File: config.mk
export PLATFORM = sky130hd
export DESIGN_NAME = nco_accumulator_regs
export DESIGN_NICKNAME = d
export VERILOG_FILES = /design/src/common/nco_pkg.sv /design/src/hw/nco_accumulator_regs.sv
export VERILOG_INCLUDE_DIRS = /design/src /design/src/common
export SDC_FILE = /design/constraint.sdc
export NUM_CORES = 1
export LEC_CHECK = 0
export BUFFER_PORTS_ARGS = -buffer_cell sky130_fd_sc_hd__buf_2
export CAP_MARGIN = 0
export CORE_ASPECT_RATIO = 1.4
export CORE_UTILIZATION = 40
export DETAILED_ROUTE_END_ITERATION = 8
export PLACE_DENSITY = 0.58
export SLEW_MARGIN = 40
export SYNTH_ARGS = -nofsm -noshare
export SYNTH_HDL_FRONTEND = slang
export SYNTH_SLANG_ARGS = --single-unit
File: constraint.sdc
create_clock -name pclk -period 5.1 [get_ports pclk]
set_clock_uncertainty 0.1 [all_clocks]
set_input_delay 0 -clock pclk [delete_from_list [all_inputs] [get_ports pclk]]
set_output_delay 0 -clock pclk [all_outputs]
set_load 0.1 [all_outputs]
File: src/common/nco_defs.svh
// Register map, field positions, reset values and the list of behaviours
// Contract
// RULE_01 - Pulse width field gives active time of 2^field input clock periods.
// RULE_02 - Pulse width only matters in pulse mode; ignored in toggle mode.
// RULE_03 - Software keeps pulse width shorter than the overflow period.
// RULE_04 - Source field: 0 system clock, 1 fast osc, 2..5 logic cells 1..4.
// RULE_05 - Software never programs the reserved source codes 6 and 7.
// RULE_06 - Accumulator spans three byte registers; upper bits 7-4 read zero.
// RULE_07 - Accumulator runs on the selected clock; reads show live value.
// RULE_08 - No atomic multi-byte access to the accumulator is provided.
// RULE_09 - Software writes the accumulator only while disabled.
// RULE_10 - Step value spans three byte registers; upper bits 7-4 read zero.
// RULE_11 - Low step write loads the step buffer on next falling input edge.
// RULE_12 - Software writes upper and high step bytes before the low byte.
// RULE_13 - Reset: step low byte is one, every other bit is zero.
// RULE_14 - Clock select bits 4-3 always read zero.
// RULE_15 - Each rising input edge adds the buffered step; bit 19 carry overflows.
// RULE_16 - Toggle mode: output toggles on every overflow.
// RULE_17 - Pulse mode: output active after overflow for the width; polarity sets level.
// RULE_18 - Each overflow sets a sticky flag until software clears it.
// RULE_19 - While disabled the accumulator holds and no events or output changes occur.
`ifndef NCO_DEFS_SVH
`define NCO_DEFS_SVH
// ----------------------------------------
// Byte addresses
// ----------------------------------------
`define NCO_OFF_CTRL   8'h00
`define NCO_OFF_CLK    8'h04
`define NCO_OFF_ACCL   8'h08
`define NCO_OFF_ACCH   8'h0C
`define NCO_OFF_ACCU   8'h10
`define NCO_OFF_STPL   8'h14
`define NCO_OFF_STPH   8'h18
`define NCO_OFF_STPU   8'h1C
`define NCO_OFF_FLAG   8'h20
// ----------------------------------------
// Field positions
// ----------------------------------------
`define NCO_CTL_EN     7
`define NCO_CTL_OUT    5
`define NCO_CTL_INV    4
`define NCO_CTL_PFM    0
`define NCO_CLK_PWS_HI 7
`define NCO_CLK_PWS_LO 5
`define NCO_CLK_CKS_HI 2
`define NCO_CLK_CKS_LO 0
// ----------------------------------------
// Reset values
// ----------------------------------------
`define NCO_RST_STEP   20'h00001
`define NCO_RST_ZERO20 20'h00000
`endif

File: src/common/nco_pkg.sv
// Types shared by the oscillator block
package nco_pkg;
  typedef enum logic [2:0] {
    NCO_SRC_SYS, NCO_SRC_FAST, NCO_SRC_LC1, NCO_SRC_LC2,
    NCO_SRC_LC3, NCO_SRC_LC4, NCO_SRC_RSV6, NCO_SRC_RSV7
  } nco_src_e;
  typedef struct packed {
    logic       osc_enable;
    logic       output_invert;
    logic       pulse_mode_sel;
    logic [2:0] pulse_width_sel;
    logic [2:0] clock_source_sel;
  } nco_cfg_s;
endpackage

File: src/hw/nco_accumulator_regs.sv
// Phase accumulator oscillator with APB byte registers
//
// The register addresses and the APB register port were decided locally.
`timescale 1ns/1ps
`include "nco_defs.svh"
module nco_accumulator_regs
  import nco_pkg::*;
#(
  parameter int AW = 20
) (
  input  wire logic        pclk,
  input  wire logic        presetn,
  input  wire logic        psel,
  input  wire logic        penable,
  input  wire logic        pwrite,
  input  wire logic [7:0]  paddr,
  input  wire logic [31:0] pwdata,
  output logic [31:0]      prdata,
  output logic             pready,
  output logic             pslverr,
  input  wire logic        internal_fast_osc,
  input  wire logic        logic_cell_one_out,
  input  wire logic        logic_cell_two_out,
  input  wire logic        logic_cell_three_out,
  input  wire logic        logic_cell_four_out,
  output logic             output_state,
  output logic             overflow_flag
);
  // ----------------------------------------
  // Storage
  // ----------------------------------------
  nco_cfg_s        cfg_q;
  logic [AW-1:0]   accum_q;
  logic [AW-1:0]   step_q;
  logic [AW-1:0]   step_buffer_q;
  logic            step_pend_q;
  logic            src_prev_q;
  logic            tgl_q;
  logic            pulse_q;
  logic [6:0]      cnt_q;
  logic            flag_q;
  logic            rdy_q;
  logic [31:0]     rdata_q;

  logic            acc_sel;
  logic            wr_en;
  logic            rd_cap;
  logic            mapped;
  logic            src_cur;
  logic            rise;
  logic            fall;
  logic            tick;
  logic [AW:0]     sum;
  logic            ovf;
  logic            raw_out;
  logic [31:0]     rmux;

  // ----------------------------------------
  // APB slave: one wait state
  // ----------------------------------------
  // Decode of the nine mapped words
  always_comb begin
    case (paddr)
      `NCO_OFF_CTRL, `NCO_OFF_CLK, `NCO_OFF_ACCL, `NCO_OFF_ACCH, `NCO_OFF_ACCU,
      `NCO_OFF_STPL, `NCO_OFF_STPH, `NCO_OFF_STPU, `NCO_OFF_FLAG: mapped = 1'b1;
      default: mapped = 1'b0;
    endcase
  end

  assign rd_cap  = psel & penable & ~rdy_q;
  assign wr_en   = psel & penable & rdy_q & pwrite & mapped;
  assign pready  = rdy_q;
  assign pslverr = rdy_q & ~mapped;
  assign prdata  = rdata_q;
  assign acc_sel = wr_en && (paddr == `NCO_OFF_ACCL || paddr == `NCO_OFF_ACCH ||
                             paddr == `NCO_OFF_ACCU);

  // Ready pulse after one wait cycle
  always_ff @(posedge pclk or negedge presetn) begin
    if (!presetn) begin
      rdy_q <= 1'b0;
    end else begin
      rdy_q <= rd_cap;
    end
  end

  // Read mux; unimplemented bits are zero
  always_comb begin
    rmux = 32'h0000_0000;
    case (paddr)
      `NCO_OFF_CTRL: begin
        rmux[`NCO_CTL_EN]  = cfg_q.osc_enable;
        rmux[`NCO_CTL_OUT] = output_state;
        rmux[`NCO_CTL_INV] = cfg_q.output_invert;
        rmux[`NCO_CTL_PFM] = cfg_q.pulse_mode_sel;
      end
      `NCO_OFF_CLK: begin
        rmux[`NCO_CLK_PWS_HI:`NCO_CLK_PWS_LO] = cfg_q.pulse_width_sel;
        rmux[`NCO_CLK_CKS_HI:`NCO_CLK_CKS_LO] = cfg_q.clock_source_sel; // RULE_14
      end
      `NCO_OFF_ACCL: rmux[7:0] = accum_q[7:0]; // RULE_07
      `NCO_OFF_ACCH: rmux[7:0] = accum_q[15:8];
      `NCO_OFF_ACCU: rmux[3:0] = accum_q[19:16]; // RULE_06
      `NCO_OFF_STPL: rmux[7:0] = step_q[7:0];
      `NCO_OFF_STPH: rmux[7:0] = step_q[15:8];
      `NCO_OFF_STPU: rmux[3:0] = step_q[19:16]; // RULE_10
      `NCO_OFF_FLAG: rmux[0]   = flag_q;
      default:       rmux      = 32'h0000_0000;
    endcase
  end

  // Read data latched in the first access cycle
  always_ff @(posedge pclk or negedge presetn) begin
    if (!presetn) begin
      rdata_q <= 32'h0000_0000;
    end else if (rd_cap) begin
      rdata_q <= rmux;
    end
  end

  // Control and clock select bytes
  always_ff @(posedge pclk or negedge presetn) begin
    if (!presetn) begin
      cfg_q <= '0; // RULE_13
    end else if (wr_en && paddr == `NCO_OFF_CTRL) begin
      cfg_q.osc_enable     <= pwdata[`NCO_CTL_EN];
      cfg_q.output_invert  <= pwdata[`NCO_CTL_INV];
      cfg_q.pulse_mode_sel <= pwdata[`NCO_CTL_PFM];
    end else if (wr_en && paddr == `NCO_OFF_CLK) begin
      cfg_q.pulse_width_sel  <= pwdata[`NCO_CLK_PWS_HI:`NCO_CLK_PWS_LO];
      cfg_q.clock_source_sel <= pwdata[`NCO_CLK_CKS_HI:`NCO_CLK_CKS_LO];
    end
  end

  // Step bytes; a low byte write arms the buffer load
  always_ff @(posedge pclk or negedge presetn) begin
    if (!presetn) begin
      step_q <= `NCO_RST_STEP; // RULE_13
    end else if (wr_en) begin
      case (paddr)
        `NCO_OFF_STPL: step_q[7:0]   <= pwdata[7:0];
        `NCO_OFF_STPH: step_q[15:8]  <= pwdata[7:0];
        `NCO_OFF_STPU: step_q[19:16] <= pwdata[3:0]; // RULE_10
        default:       step_q        <= step_q;
      endcase
    end
  end

  // ----------------------------------------
  // Input clock selection and edge ticks
  // ----------------------------------------
  // Source mux; system clock ticks both edges every cycle
  always_comb begin
    src_cur = 1'b0;
    case (nco_src_e'(cfg_q.clock_source_sel)) // RULE_04
      NCO_SRC_FAST: src_cur = internal_fast_osc;
      NCO_SRC_LC1:  src_cur = logic_cell_one_out;
      NCO_SRC_LC2:  src_cur = logic_cell_two_out;
      NCO_SRC_LC3:  src_cur = logic_cell_three_out;
      NCO_SRC_LC4:  src_cur = logic_cell_four_out;
      default:      src_cur = 1'b0;
    endcase
  end

  // Previous level of the selected source
  always_ff @(posedge pclk or negedge presetn) begin
    if (!presetn) begin
      src_prev_q <= 1'b0;
    end else begin
      src_prev_q <= src_cur;
    end
  end

  assign rise = (cfg_q.clock_source_sel == 3'h0) | (src_cur & ~src_prev_q);
  assign fall = (cfg_q.clock_source_sel == 3'h0) | (~src_cur & src_prev_q);
  assign tick = cfg_q.osc_enable & rise; // RULE_19
  assign sum  = {1'b0, accum_q} + {1'b0, step_buffer_q};
  assign ovf  = tick & sum[AW]; // RULE_15

  // ----------------------------------------
  // Step buffer and accumulator
  // ----------------------------------------
  // Buffer loads on next falling edge, or at once when disabled
  always_ff @(posedge pclk or negedge presetn) begin
    if (!presetn) begin
      step_buffer_q <= `NCO_RST_STEP;
      step_pend_q   <= 1'b0;
    end else if (wr_en && paddr == `NCO_OFF_STPL) begin
      step_pend_q <= 1'b1;
    end else if (step_pend_q && (fall || !cfg_q.osc_enable)) begin
      step_buffer_q <= step_q; // RULE_11
      step_pend_q   <= 1'b0;
    end
  end

  // Accumulator; software bytes land without any interlock
  always_ff @(posedge pclk or negedge presetn) begin
    if (!presetn) begin
      accum_q <= `NCO_RST_ZERO20;
    end else if (acc_sel) begin
      case (paddr) // RULE_08
        `NCO_OFF_ACCL: accum_q[7:0]   <= pwdata[7:0];
        `NCO_OFF_ACCH: accum_q[15:8]  <= pwdata[7:0];
        default:       accum_q[19:16] <= pwdata[3:0];
      endcase
    end else if (tick) begin
      accum_q <= sum[AW-1:0]; // RULE_15
    end
  end

  // ----------------------------------------
  // Output shaping
  // ----------------------------------------
  // Toggle on overflow in fixed duty mode
  always_ff @(posedge pclk or negedge presetn) begin
    if (!presetn) begin
      tgl_q <= 1'b0;
    end else if (ovf && !cfg_q.pulse_mode_sel) begin
      tgl_q <= ~tgl_q; // RULE_16
    end
  end

  // Pulse stretcher counting input clock periods
  always_ff @(posedge pclk or negedge presetn) begin
    if (!presetn) begin
      pulse_q <= 1'b0;
      cnt_q   <= 7'h00;
    end else if (ovf && cfg_q.pulse_mode_sel) begin
      pulse_q <= 1'b1; // RULE_17
      cnt_q   <= 7'((8'h01 << cfg_q.pulse_width_sel) - 8'h01); // RULE_01
    end else if (tick && pulse_q) begin
      if (cnt_q == 7'h00) begin
        pulse_q <= 1'b0;
      end else begin
        cnt_q <= cnt_q - 7'h01;
      end
    end
  end

  assign raw_out      = cfg_q.pulse_mode_sel ? pulse_q : tgl_q; // RULE_02
  assign output_state = raw_out ^ cfg_q.output_invert; // RULE_17

  // Sticky overflow flag; write one clears, set wins
  always_ff @(posedge pclk or negedge presetn) begin
    if (!presetn) begin
      flag_q <= 1'b0;
    end else if (ovf) begin
      flag_q <= 1'b1; // RULE_18
    end else if (wr_en && paddr == `NCO_OFF_FLAG && pwdata[0]) begin
      flag_q <= 1'b0;
    end
  end

  assign overflow_flag = flag_q;
endmodule

==> results of run 1 <==
-- worst reg2reg max path: stages, from the launching register on --
cell,delay [ps]
dfstp_2,540
ha_1,220
fa_1,250
a211oi_1,80
o21ai_0,560
o211ai_1,230
nand4_1,190
and3_1,610
mux2i_1,270
ha_1,340
nand2_1,90
nor3_1,210
nand3_1,130
xor2_1,130
mux2i_1,70
-- flip-flops by register name (all words and copies together), names as in the netlist --
| signal | flops |
|---|---|
| src_prev_q | 1 |
| accum_q | 20 |
| step_buffer_q | 20 |
| pulse_q | 1 |
| overflow_flag | 1 |
| tgl_q | 1 |
| step_q | 20 |
| cfg_q | 9 |
| pready | 1 |
| step_pend_q | 1 |
| cnt_q | 7 |
| prdata | 8 |
-- metrics by stage --
stage | instance area (sq um) | util | hold WS (ps) | power, W
3_5_place_dp | 5920 | 0.427 | -177 | 0.000951
5_1_grt | 6350 | 0.458 | 125 | 0.00171
3_3_place_gp | 5920 | 0.427 | -182 | 0.000949
4_1_cts | 6340 | 0.458 | 77.2 | 0.00167
2_1_floorplan | 5750 | - | -396 | 0.000912
6_report | 6350 | 0.458 | 74.8 | 0.00166
-- layout by cell type, fill, tap and decap left out, drive strengths merged, types with 3 or more instances in the layout --
master	netlist	routed
dfrtp	88	88
nand2	70	70
mux2	54	54
o21ai	42	42
buf	34	39
nor2	34	34
a21oi	33	33
conb	1	24
ha	21	21
xor2	16	16
mux2i	15	15
a31oi	15	15
nand3	11	11
dlygate4sd3	0	11
and3	10	10
inv	7	10
clkbuf	10	9
nor3	9	9
xnor2	8	8
o211ai	7	7
nand2b	7	7
a21o	6	6
and2	6	6
a211oi	5	5
nand4	5	5
a221oi	5	5
a22oi	5	5
o21a	4	4
or3	3	3
nor2b	3	3
nor4	3	3
-- worst paths after layout --
path | slack (ps) | start | endpoint | depth (start not counted)
max | 950 | step_buffer_q[0] | cnt_q[6] | 14
min | 70 | logic_cell_three_out | src_prev_q | 5
max reg2reg | 950 | step_buffer_q[0] | cnt_q[6] | 14
min reg2reg | 370 | prdata[4] | prdata[4] | 2
max in group asynchronous | 3120 | presetn | accum_q[13] | 4
min in group asynchronous | 470 | presetn | step_buffer_q[5] | 3
-- power by group through the flow --
stage          sequential [W]  clock [W]  combinational [W]
2_1_floorplan        0.000765          0           0.000147
3_3_place_gp         0.000748          0           0.000200
3_5_place_dp         0.000749          0           0.000202
4_1_cts              0.000735   0.000728           0.000209
5_1_grt              0.000737   0.000750           0.000224
6_report             0.000735   0.000719           0.000209
-- layer usage --
| metal | wire (um) | up-vias | GRT usage |
|---|---|---|---|
| met1 | 6330 | 2230 | 0.270 |
| met3 | 539 | 43 | 0.0181 |
| li1 | - | 2098 | - |
| met5 | 0 | - | 0 |
| met2 | 7870 | 140 | 0.375 |
| met4 | 869 | 0 | 0.150 |
-- final cells by class --
cell class,count,area (sq um),area share
flip-flops and latches,90,2250,0.355
clock inverters,7,93.8,0.0148
clock buffers,9,225,0.0355
multi-input cells,450,3200,0.504
repair buffers,50,317,0.0499
inverters,7,26.3,0.00414
well taps,185,231,0.0365
-- cell families (layout without fill, tap and decap cells) --
family | Yosys count | in the layout | share of synthesized area
adder cells (fa/ha/maj) | 22 | 22 | 0.0499
flip-flops | 90 | 90 | 0.398
other | 1 | 24 | 0.000662
AND/OR/NAND/NOR | 171 | 171 | 0.154
XOR/XNOR | 24 | 24 | 0.0371
multiplexers | 69 | 69 | 0.147
buffers and inverters | 51 | 73 | 0.0543
AO/OA/AOI/OAI | 140 | 140 | 0.160
==> impl_metrics.tcl, run 1 <==
set metrics [dict create \
    maxSlewHeadroom 0.509 \
    seq_power_share 0.442 \
    drc_errors 0 \
    portBuffers 37 \
    worst_pin_slew_ps 736 \
    crit_path_top_delay_cell "and3_1" \
    grt_max_degree 68 \
    htreeDepth 3 \
    leakagePower_nw 3.10 \
    worstPathCellList "ha_1 -> fa_1 -> a211oi_1 -> o21ai_0 -> o211ai_1 -> nand4_1 -> and3_1 -> mux2i_1 -> ha_1 -> nand2_1 -> nor3_1 -> nand3_1 -> xor2_1 -> mux2i_1" \
    ant_nets 0 \
    status "completed" \
    pre_cts_ws_ps 965 \
    setup_violations 0 \
    dp_cells 771 \
    gp_congestion 0.877 \
    cts_buffers 9 \
    fmax_ghz 0.241 \
    grt_pass1_vias 4408 \
    synth_commonest_cells "dfrtp_1, nand2_1, o21ai_0" \
    ios 86 \
    via_count 4511 \
    ir_worst_vdd_uv 128 \
    synth_area_sq_um 5670 \
    yosys.area.top_type_share 0.389 \
    cts_tree "yes" \
    synth_edf_count 0 \
    async_reset_ff_frac 1.00 \
    grt_usage 0.224 \
    grt-ovfl-total 0 \
    internal_power_w 0.00116 \
    initial_core_util 0.409 \
    start_kind "flop" \
    synth.distinct_cells 69 \
    synthTopCellsByArea "dfrtp_1, mux2_2, mux2_4" \
    drt_iter0_drc 296 \
    switchingPower_w 0.000503 \
    synthCells 568 \
    synth_flop_cell "dfrtp_1" \
    dieHeight_um 143 \
    design.core.area_sq_um 13800 \
    ctsRootBufferMaster "clkbuf_16" \
    cts_setup_buffers 0 \
    worst-path-buf-inv 0 \
    diodes 0 \
    cts.sinks 90 \
    viasPerCell 5.65 \
    synth.most_common_cell "dfrtp_1" \
    cpLargestDelayFamily "simple AND/OR/NAND/NOR gates" \
    cts_buffer_depth 2 \
    antenna_found_initial 0 \
    min-delay-path-class "input port to flop" \
    finalNetCount 680 \
    grt_pass1_wl_um 24200 \
    clock_latency_ps 350 \
    rsz0062_at_grt "false" \
    fin_crit_ps 4150 \
    rows 51 \
    layout.cells.non_filler 798 \
    p_clk_frac 0.432 \
    die_x_um 103 \
    end_kind "flop" \
    firstDrtPassIters 5 \
    worst-path-max-fanout 16 \
    syn2layout_area_growth_pct 12.0 \
    setup_tns_ps 0 \
    cts_resized 0 \
    path_class "flop to flop" \
    drv_slew 0 \
    yosys_warnings 0 \
    avgSynthCellArea_sq_um 9.98 \
    cp_data_required_time_ps 5220 \
    dieArea_sq_um 14700 \
    worst_slack_ps 955 \
    clkSlewWorstSetupHoldPaths_ps 70 \
    power.share.combinational 0.126 \
    cts_hold_buf 11 \
    maxCapViolCount 0 \
    ys_ff_latch 90 \
    swShare 0.302 \
    wirelength_um 15600 \
    slowest_delay_ps 610 \
    min_period_over_period 0.813 \
    critical_path_arrival_ps 4260 \
    hpwlAfterDp_um 11700 \
    ys_seq_area_frac 0.398 \
    drive_gt1_frac 0.207 \
    num-fill-cells 1295 \
    hold_viol_final 0 \
    synth_area_leader_cell "dfrtp_1" \
    p_per_area_nw_per_um2 262 \
    wl_per_cell_um 19.6 \
]
No activity file was read; power rests on OpenSTA's default activity.
==> run 2: changes to the inputs <==
--- a/config.mk
+++ b/config.mk
@@ -6,6 +6,7 @@
 export SDC_FILE = /design/constraint.sdc
 export NUM_CORES = 1
 export LEC_CHECK = 0
+export ABC_AREA = 1
 export BUFFER_PORTS_ARGS = -buffer_cell sky130_fd_sc_hd__buf_2
 export CAP_MARGIN = 0
 export CORE_ASPECT_RATIO = 1.4
==> constraint.sdc (replaced) <==
create_clock -name pclk -period 4.2 [get_ports pclk]
set_clock_uncertainty 0.1 [all_clocks]
set_input_delay 0 -clock pclk [delete_from_list [all_inputs] [get_ports pclk]]
set_output_delay 0 -clock pclk [all_outputs]
set_load 0.1 [all_outputs]
==> run 2 against run 1 <==
  * The run now ends with hold timing left
  * Total power grew 16%
  * Utilization shrank 0.057 points
  * Count of clock-buffer cells in the layout is the same
==> impl_metrics.tcl, run 2 <==
set metrics [dict create \
    finalNetCount 870 \
    reg.largest.list "accum_q x20, step_buffer_q x20, step_q x20" \
    synth_edf_count 0 \
    async_reset_ff_frac 1.00 \
    hpwlAfterDp_um 12800 \
    crit_path_frequent_cell "nand2_1" \
    critical_path_arrival_ps 3660 \
    cts.sinks 90 \
    dieArea_sq_um 14800 \
    design.core.area_sq_um 13900 \
    drv_slew 0 \
    rsz0062_at_grt "false" \
    final_common_cell "nand2_1" \
    fmax_ghz 0.282 \
    cts_buffer_depth 2 \
    maxSlewHeadroom 0.506 \
    grt_pass1_wl_um 26400 \
    end_kind "flop" \
    leakagePower_nw 3.12 \
    ctsRootBufferMaster "clkbuf_16" \
    r2r_start "step_buffer_q[0]" \
    violations "hold timing" \
    htreeDepth 3 \
    portBuffers 37 \
    synth_area_sq_um 5720 \
    worstPathCellList "ha_1 -> fa_1 -> nand2_1 -> o21ai_1 -> nand3_1 -> nand3_2 -> nand4_1 -> nand2_1 -> nand2_1 -> ha_1 -> inv_1 -> nor2_1 -> o21ai_0 -> o21ai_0" \
    die_x_um 103 \
    syn2layout_area_growth_pct 11.4 \
    r2r_slack_ps 660 \
    synthCells 752 \
    switchingPower_w 0.000602 \
    crit_path_top_delay_cell "dfstp_2" \
    ys_seq_area_frac 0.394 \
    antenna_found_initial 0 \
    diodes 0 \
    hold_viol_final 1 \
    maxCapViolCount 0 \
    ir_worst_vdd_uv 185 \
    p_per_area_nw_per_um2 302 \
    r2r_cells 14 \
    synth.most_common_cell "nand2_1" \
    cp-endpoint "cnt_q[2]" \
    drive_gt1_frac 0.118 \
    cts_tree "yes" \
    grt-ovfl-total 0 \
    r2r_end "cnt_q[2]" \
    avgSynthCellArea_sq_um 7.60 \
    slowest_delay_ps 530 \
    synth_area_leader_cell "dfrtp_1" \
    worst-path-max-fanout 12 \
    synth_flop_cell "dfrtp_1" \
    grt_usage 0.239 \
    worst_pin_slew_ps 722 \
    viasPerCell 5.23 \
    status "finished, violations left" \
    synthTopCellsByArea "dfrtp_1, nand2_1, o21ai_0" \
    final_cell_mix "nand2_1, inv_1, dfrtp_1, o21ai_0, nor2_1" \
    cp_data_required_time_ps 4320 \
    yosys.area.top_type_share 0.385 \
    grt_pass1_vias 5137 \
    synth_commonest_cells "nand2_1, dfrtp_1, inv_1" \
    seq_power_share 0.458 \
    firstDrtPassIters 5 \
    path_class "flop to flop" \
    setup_tns_ps 0 \
    critPathLaunch "step_buffer_q[0]" \
    rows 51 \
    wirelength_um 16200 \
    ys_ff_latch 90 \
    dieHeight_um 143 \
    drt_iter0_drc 392 \
    wl_per_cell_um 16.4 \
    power.share.combinational 0.134 \
    start_kind "flop" \
    whs_ps -3.32 \
    synth.distinct_cells 47 \
    yosys_warnings 0 \
    internal_power_w 0.00132 \
    initial_core_util 0.411 \
    gp_congestion 0.958 \
    min-delay-path-class "input port to flop" \
    p_clk_frac 0.408 \
    drc_errors 0 \
    cts_buffers 9 \
    min_period_over_period 0.843 \
    swShare 0.313 \
    grt_max_degree 48 \
    setup_violations 0 \
    clkSlewWorstSetupHoldPaths_ps 70 \
    ios 86 \
    ant_nets 0 \
    fin_crit_ps 3540 \
    via_count 5166 \
    clock_latency_ps 350 \
]
-- run 2: cell count changes after synthesis, sizes merged, moves of 10 or more --
cell / previous run / this run
mux2: 54 / 10
nor2: 34 / 64
o21ai: 42 / 78
inv: 7 / 91
and3: 10 / 0
nand4: 5 / 18
nand2: 70 / 202
nand3: 11 / 34
mux2i: 15 / 0
a21oi: 33 / 21
-- run 2: power groups by stage --
| stage | clock, W | sequential, W | combinational, W |
|---|---|---|---|
| floorplan | 0 | 0.000956 | 0.000153 |
| detailed placement | 0 | 0.000899 | 0.000251 |
| CTS | 0.000795 | 0.000883 | 0.000259 |
| finish | 0.000786 | 0.000882 | 0.000257 |
| global route | 0.000820 | 0.000883 | 0.000274 |
| global placement | 0 | 0.000899 | 0.000250 |
-- run 2: through the flow --
stage                     cells  utilization  total power [W]  cell area, sq um  setup slack [ps]
after floorplan             775            -          0.00111              5800              1350
after global placement      961        0.430          0.00115              5980               716
after detailed placement    961        0.430          0.00115              5980               657
after CTS                   987        0.458          0.00194              6370               643
after global routing        987        0.458          0.00198              6370               210
final                       987        0.458          0.00193              6370               658
-- run 2: final cells by class --
type / instances / area [sq um]
clock buffers: 9 / 225
clock inverters: 6 / 50.0
fillers: 1463 / 7540
inverters: 92 / 350
multi-input cells: 554 / 2940
flip-flops and latches: 90 / 2250
well taps: 185 / 231
repair buffers: 51 / 320
-- run 2: worst min-delay path by stage --
stage	from	end	slack [ps]	cells after the start
floorplan	presetn	accum_q[0]	-400	0
global placement	presetn	pready	-60	1
detailed placement	presetn	pready	-60	1
CTS	penable	pready	3	4
global route	logic_cell_three_out	src_prev_q	10	4
finish	logic_cell_three_out	src_prev_q	-3	4
-- run 2: kinds of logic (layout without fill, tap and decap cells) --
| group | after synthesis | in the layout | synth area share |
|---|---|---|---|
| AOI/OAI and AO/OA | 147 | 147 | 0.152 |
| xor gates and xnor gates | 12 | 12 | 0.0184 |
| adders and majority gates | 22 | 22 | 0.0495 |
| buffers and inverters | 131 | 158 | 0.107 |
| DFF | 90 | 90 | 0.394 |
| muxes | 10 | 10 | 0.0197 |
| other | 1 | 24 | 0.000656 |
| and+or+nand+nor | 339 | 339 | 0.259 |
-- run 2: timing repair --
action	in CTS	in global routing
buffers inserted	0	0
hold buffers	11	0
hold endpoints to repair	92	0
gates resized for setup	0	0
-- run 2: per-layer routing --
metal	vias up	wire, um	GRT usage
met1	2426	6560	0.281
met4	0	753	0.118
met3	49	639	0.0379
li1	2540	-	-
met2	151	8230	0.416
met5	-	0	0
-- run 2: critical path, delay by kind of cell (launching register included) --
kind	cells	cell delay, ps
AO/OA/AOI/OAI	3	680
adder cells (fa/ha/maj)	3	810
buffers and inverters	1	50
flip-flops	1	530
AND/OR/NAND/NOR	7	1230
==> run 3: changes to the inputs <==
--- a/config.mk
+++ b/config.mk
@@ -6,13 +6,13 @@
 export SDC_FILE = /design/constraint.sdc
 export NUM_CORES = 1
 export LEC_CHECK = 0
-export ABC_AREA = 1
+export ABC_AREA = 0
 export BUFFER_PORTS_ARGS = -buffer_cell sky130_fd_sc_hd__buf_2
 export CAP_MARGIN = 0
 export CORE_ASPECT_RATIO = 1.4
 export CORE_UTILIZATION = 40
 export DETAILED_ROUTE_END_ITERATION = 8
-export PLACE_DENSITY = 0.58
+export PLACE_DENSITY = 0.61
 export SLEW_MARGIN = 40
 export SYNTH_ARGS = -nofsm -noshare
 export SYNTH_HDL_FRONTEND = slang
==> constraint.sdc (replaced) <==
create_clock -name pclk -period 2.9 [get_ports pclk]
set_clock_uncertainty 0.1 [all_clocks]
set_input_delay 0 -clock pclk [delete_from_list [all_inputs] [get_ports pclk]]
set_output_delay 0 -clock pclk [all_outputs]
set_load 0.1 [all_outputs]
==> run 3 against run 2 <==
  * The run ends with setup timing left
  * Final area rose by 7.7%
  * Highest routed layer unchanged
  * Worst setup slack got worse by 930 ps
  * Maximum frequency rose by 12%
  * Critical endpoint is now cnt_q[6]
  * Final cell count fell by 13%
  * Count of clock-buffer cells in the layout rose by 1
  * Non-clock buffer count rose by 63
==> impl_metrics.tcl, run 3 (synthesized netlist as in run 1, its figures left out) <==
set metrics [dict create \
    status "finished, violations left" \
    violations "setup timing" \
    antenna_found_initial 0 \
    grt_pass1_vias 4795 \
    portBuffers 37 \
    hold_viol_final 0 \
    rows 51 \
    dieHeight_um 143 \
    min_period_over_period 1.09 \
    final_cell_mix "dfrtp_1, nand2_1, buf_4, buf_2" \
    diodes 0 \
    path_class "flop to flop" \
    initial_core_util 0.409 \
    dieArea_sq_um 14700 \
    worst_slack_ps -271 \
    htreeDepth 3 \
    clkSlewWorstSetupHoldPaths_ps 70 \
    fin_crit_ps 3170 \
    crit_path_frequent_cell "ha_2" \
    switchingPower_w 0.000821 \
    end_kind "flop" \
    firstDrtPassIters 5 \
    reg.largest.list "accum_q x20, step_buffer_q x20, step_q x20" \
    ctsRootBufferMaster "clkbuf_16" \
    seq_power_share 0.449 \
    crit_path_top_delay_cell "dfrtp_1" \
    leakagePower_nw 3.43 \
    p_clk_frac 0.407 \
    min-delay-path-class "input port to flop" \
    fmax_ghz 0.315 \
    via_count 4672 \
    clock_latency_ps 340 \
    cts.sinks 90 \
    cp_data_required_time_ps 3020 \
    worst_pin_slew_ps 637 \
    cts_buffers 9 \
    critical_path_arrival_ps 3290 \
    syn2layout_area_growth_pct 21.0 \
    drc_errors 0 \
    die_x_um 103 \
    post-route-util 0.495 \
    wl_per_cell_um 18.7 \
    wirelength_um 16100 \
    grt-ovfl-total 0 \
    hpwlAfterDp_um 12500 \
    ant_nets 0 \
    ir_worst_vdd_uv 380 \
    worst-path-buf-inv 0 \
    design.core.area_sq_um 13800 \
    cts_buffer_depth 2 \
    grt_pass1_wl_um 24900 \
    slowest_delay_ps 380 \
    worstPathCellList "ha_2 -> fa_2 -> a211oi_2 -> o21ai_2 -> o211ai_1 -> nand4_1 -> and3_4 -> a31oi_2 -> ha_2 -> nand2_2 -> nor3_2 -> nand3_1 -> xor2_1 -> mux2i_1" \
    cts_tree "yes" \
    gp_congestion 0.902 \
    finalNetCount 744 \
    cpLargestDelayFamily "simple AND/OR/NAND/NOR gates" \
    drive_gt1_frac 0.298 \
    p_per_area_nw_per_um2 419 \
    start_kind "flop" \
    finalPower_w 0.00287 \
    rsz0062_at_grt "true" \
    setup_violations 3 \
    viasPerCell 5.42 \
    drt_iter0_drc 220 \
    final_common_cell "dfrtp_1" \
    grt_max_degree 69 \
    worst-path-max-fanout 6 \
    power.share.combinational 0.144 \
    maxSlewHeadroom 0.575 \
    grt_usage 0.228 \
    maxCapViolCount 0 \
    drv_slew 0 \
    internal_power_w 0.00205 \
    ios 86 \
    swShare 0.286 \
]
## run 3: changes by cell type in the layout (fill, tap and decap cells not counted), moves of 13 or more
cell	before	now
nand2_1	194	65
inv_1	88	7
buf_4	4	65
o21ai_0	70	34
mux2_2	9	34
nor2_1	58	34
nand3_1	33	11
mux2_4	0	20
mux2i_1	0	15
a21oi_1	20	33
nand4_1	18	5
## run 3: cell type report
type / count / area [sq um]
Tap cell: 185 / 231
Sequential cell: 90 / 2250
Timing Repair Buffer: 114 / 812
Multi-Input combinational cell: 450 / 3240
Clock inverter: 6 / 67.6
Inverter: 7 / 26.3
Clock buffer: 10 / 229
Fill cell: 1293 / 6990
## run 3: per-layer routing
metal	vias up	share of wire	track usage	wire length [um]
li1	2227	-	-	-
met1	2276	0.40	0.261	6470
met2	128	0.51	0.397	8220
met3	41	0.034	0.0308	540
met4	0	0.053	0.134	854
met5	-	0	0	0
## run 3: what timing repair did
item,4_1_cts,5_1_grt
hold endpoints to repair,109,0
pin swaps,3,4
setup buffers,1,1
hold buffers,9,0
endpoints found under the setup margin,3,4
resized for setup,6,2
## run 3: stage by stage
step                      cells  hold slack, ps  cell area (sq um)  worst slack (ps)  TNS, ps
after CTS                   861            76.7               6840              -280     -663
after detailed placement    835           -58.7               6440              -356     -825
after floorplan             591            -396               5800              -315     -721
after global placement      835            71.9               6430              -215     -513
after global routing        862             133               6860              -490    -1330
final                       862            89.7               6860              -271     -724
## run 3: power groups by stage
stage	Clock (W)	Combinational, W	Sequential [W]
after detailed placement	0	0.000403	0.00131
after floorplan	0	0.000258	0.00135
after CTS	0.00120	0.000414	0.00129
final	0.00117	0.000415	0.00129
after global routing	0.00125	0.000442	0.00129
after global placement	0	0.000400	0.00131
## run 3: worst reg2reg max path, cell delays in order (launching register included)
cell and delay (ps):
dfrtp_1 380, ha_2 200, fa_2 360, a211oi_2 220, o21ai_2 90, o211ai_1 220, nand4_1 210, and3_4 260
a31oi_2 170, ha_2 240, nand2_2 70, nor3_2 140, nand3_1 130, xor2_1 180, mux2i_1 100
## run 3: final timing paths
check	from	endpoint	slack, ps	cells after the start
min in group asynchronous	presetn	step_buffer_q[10]	120	2
min	logic_cell_three_out	src_prev_q	90	5
min reg2reg	prdata[3]	prdata[3]	370	2
max	accum_q[0]	cnt_q[6]	-270	14
max in group asynchronous	presetn	accum_q[8]	1920	3
max reg2reg	accum_q[0]	cnt_q[6]	-270	14
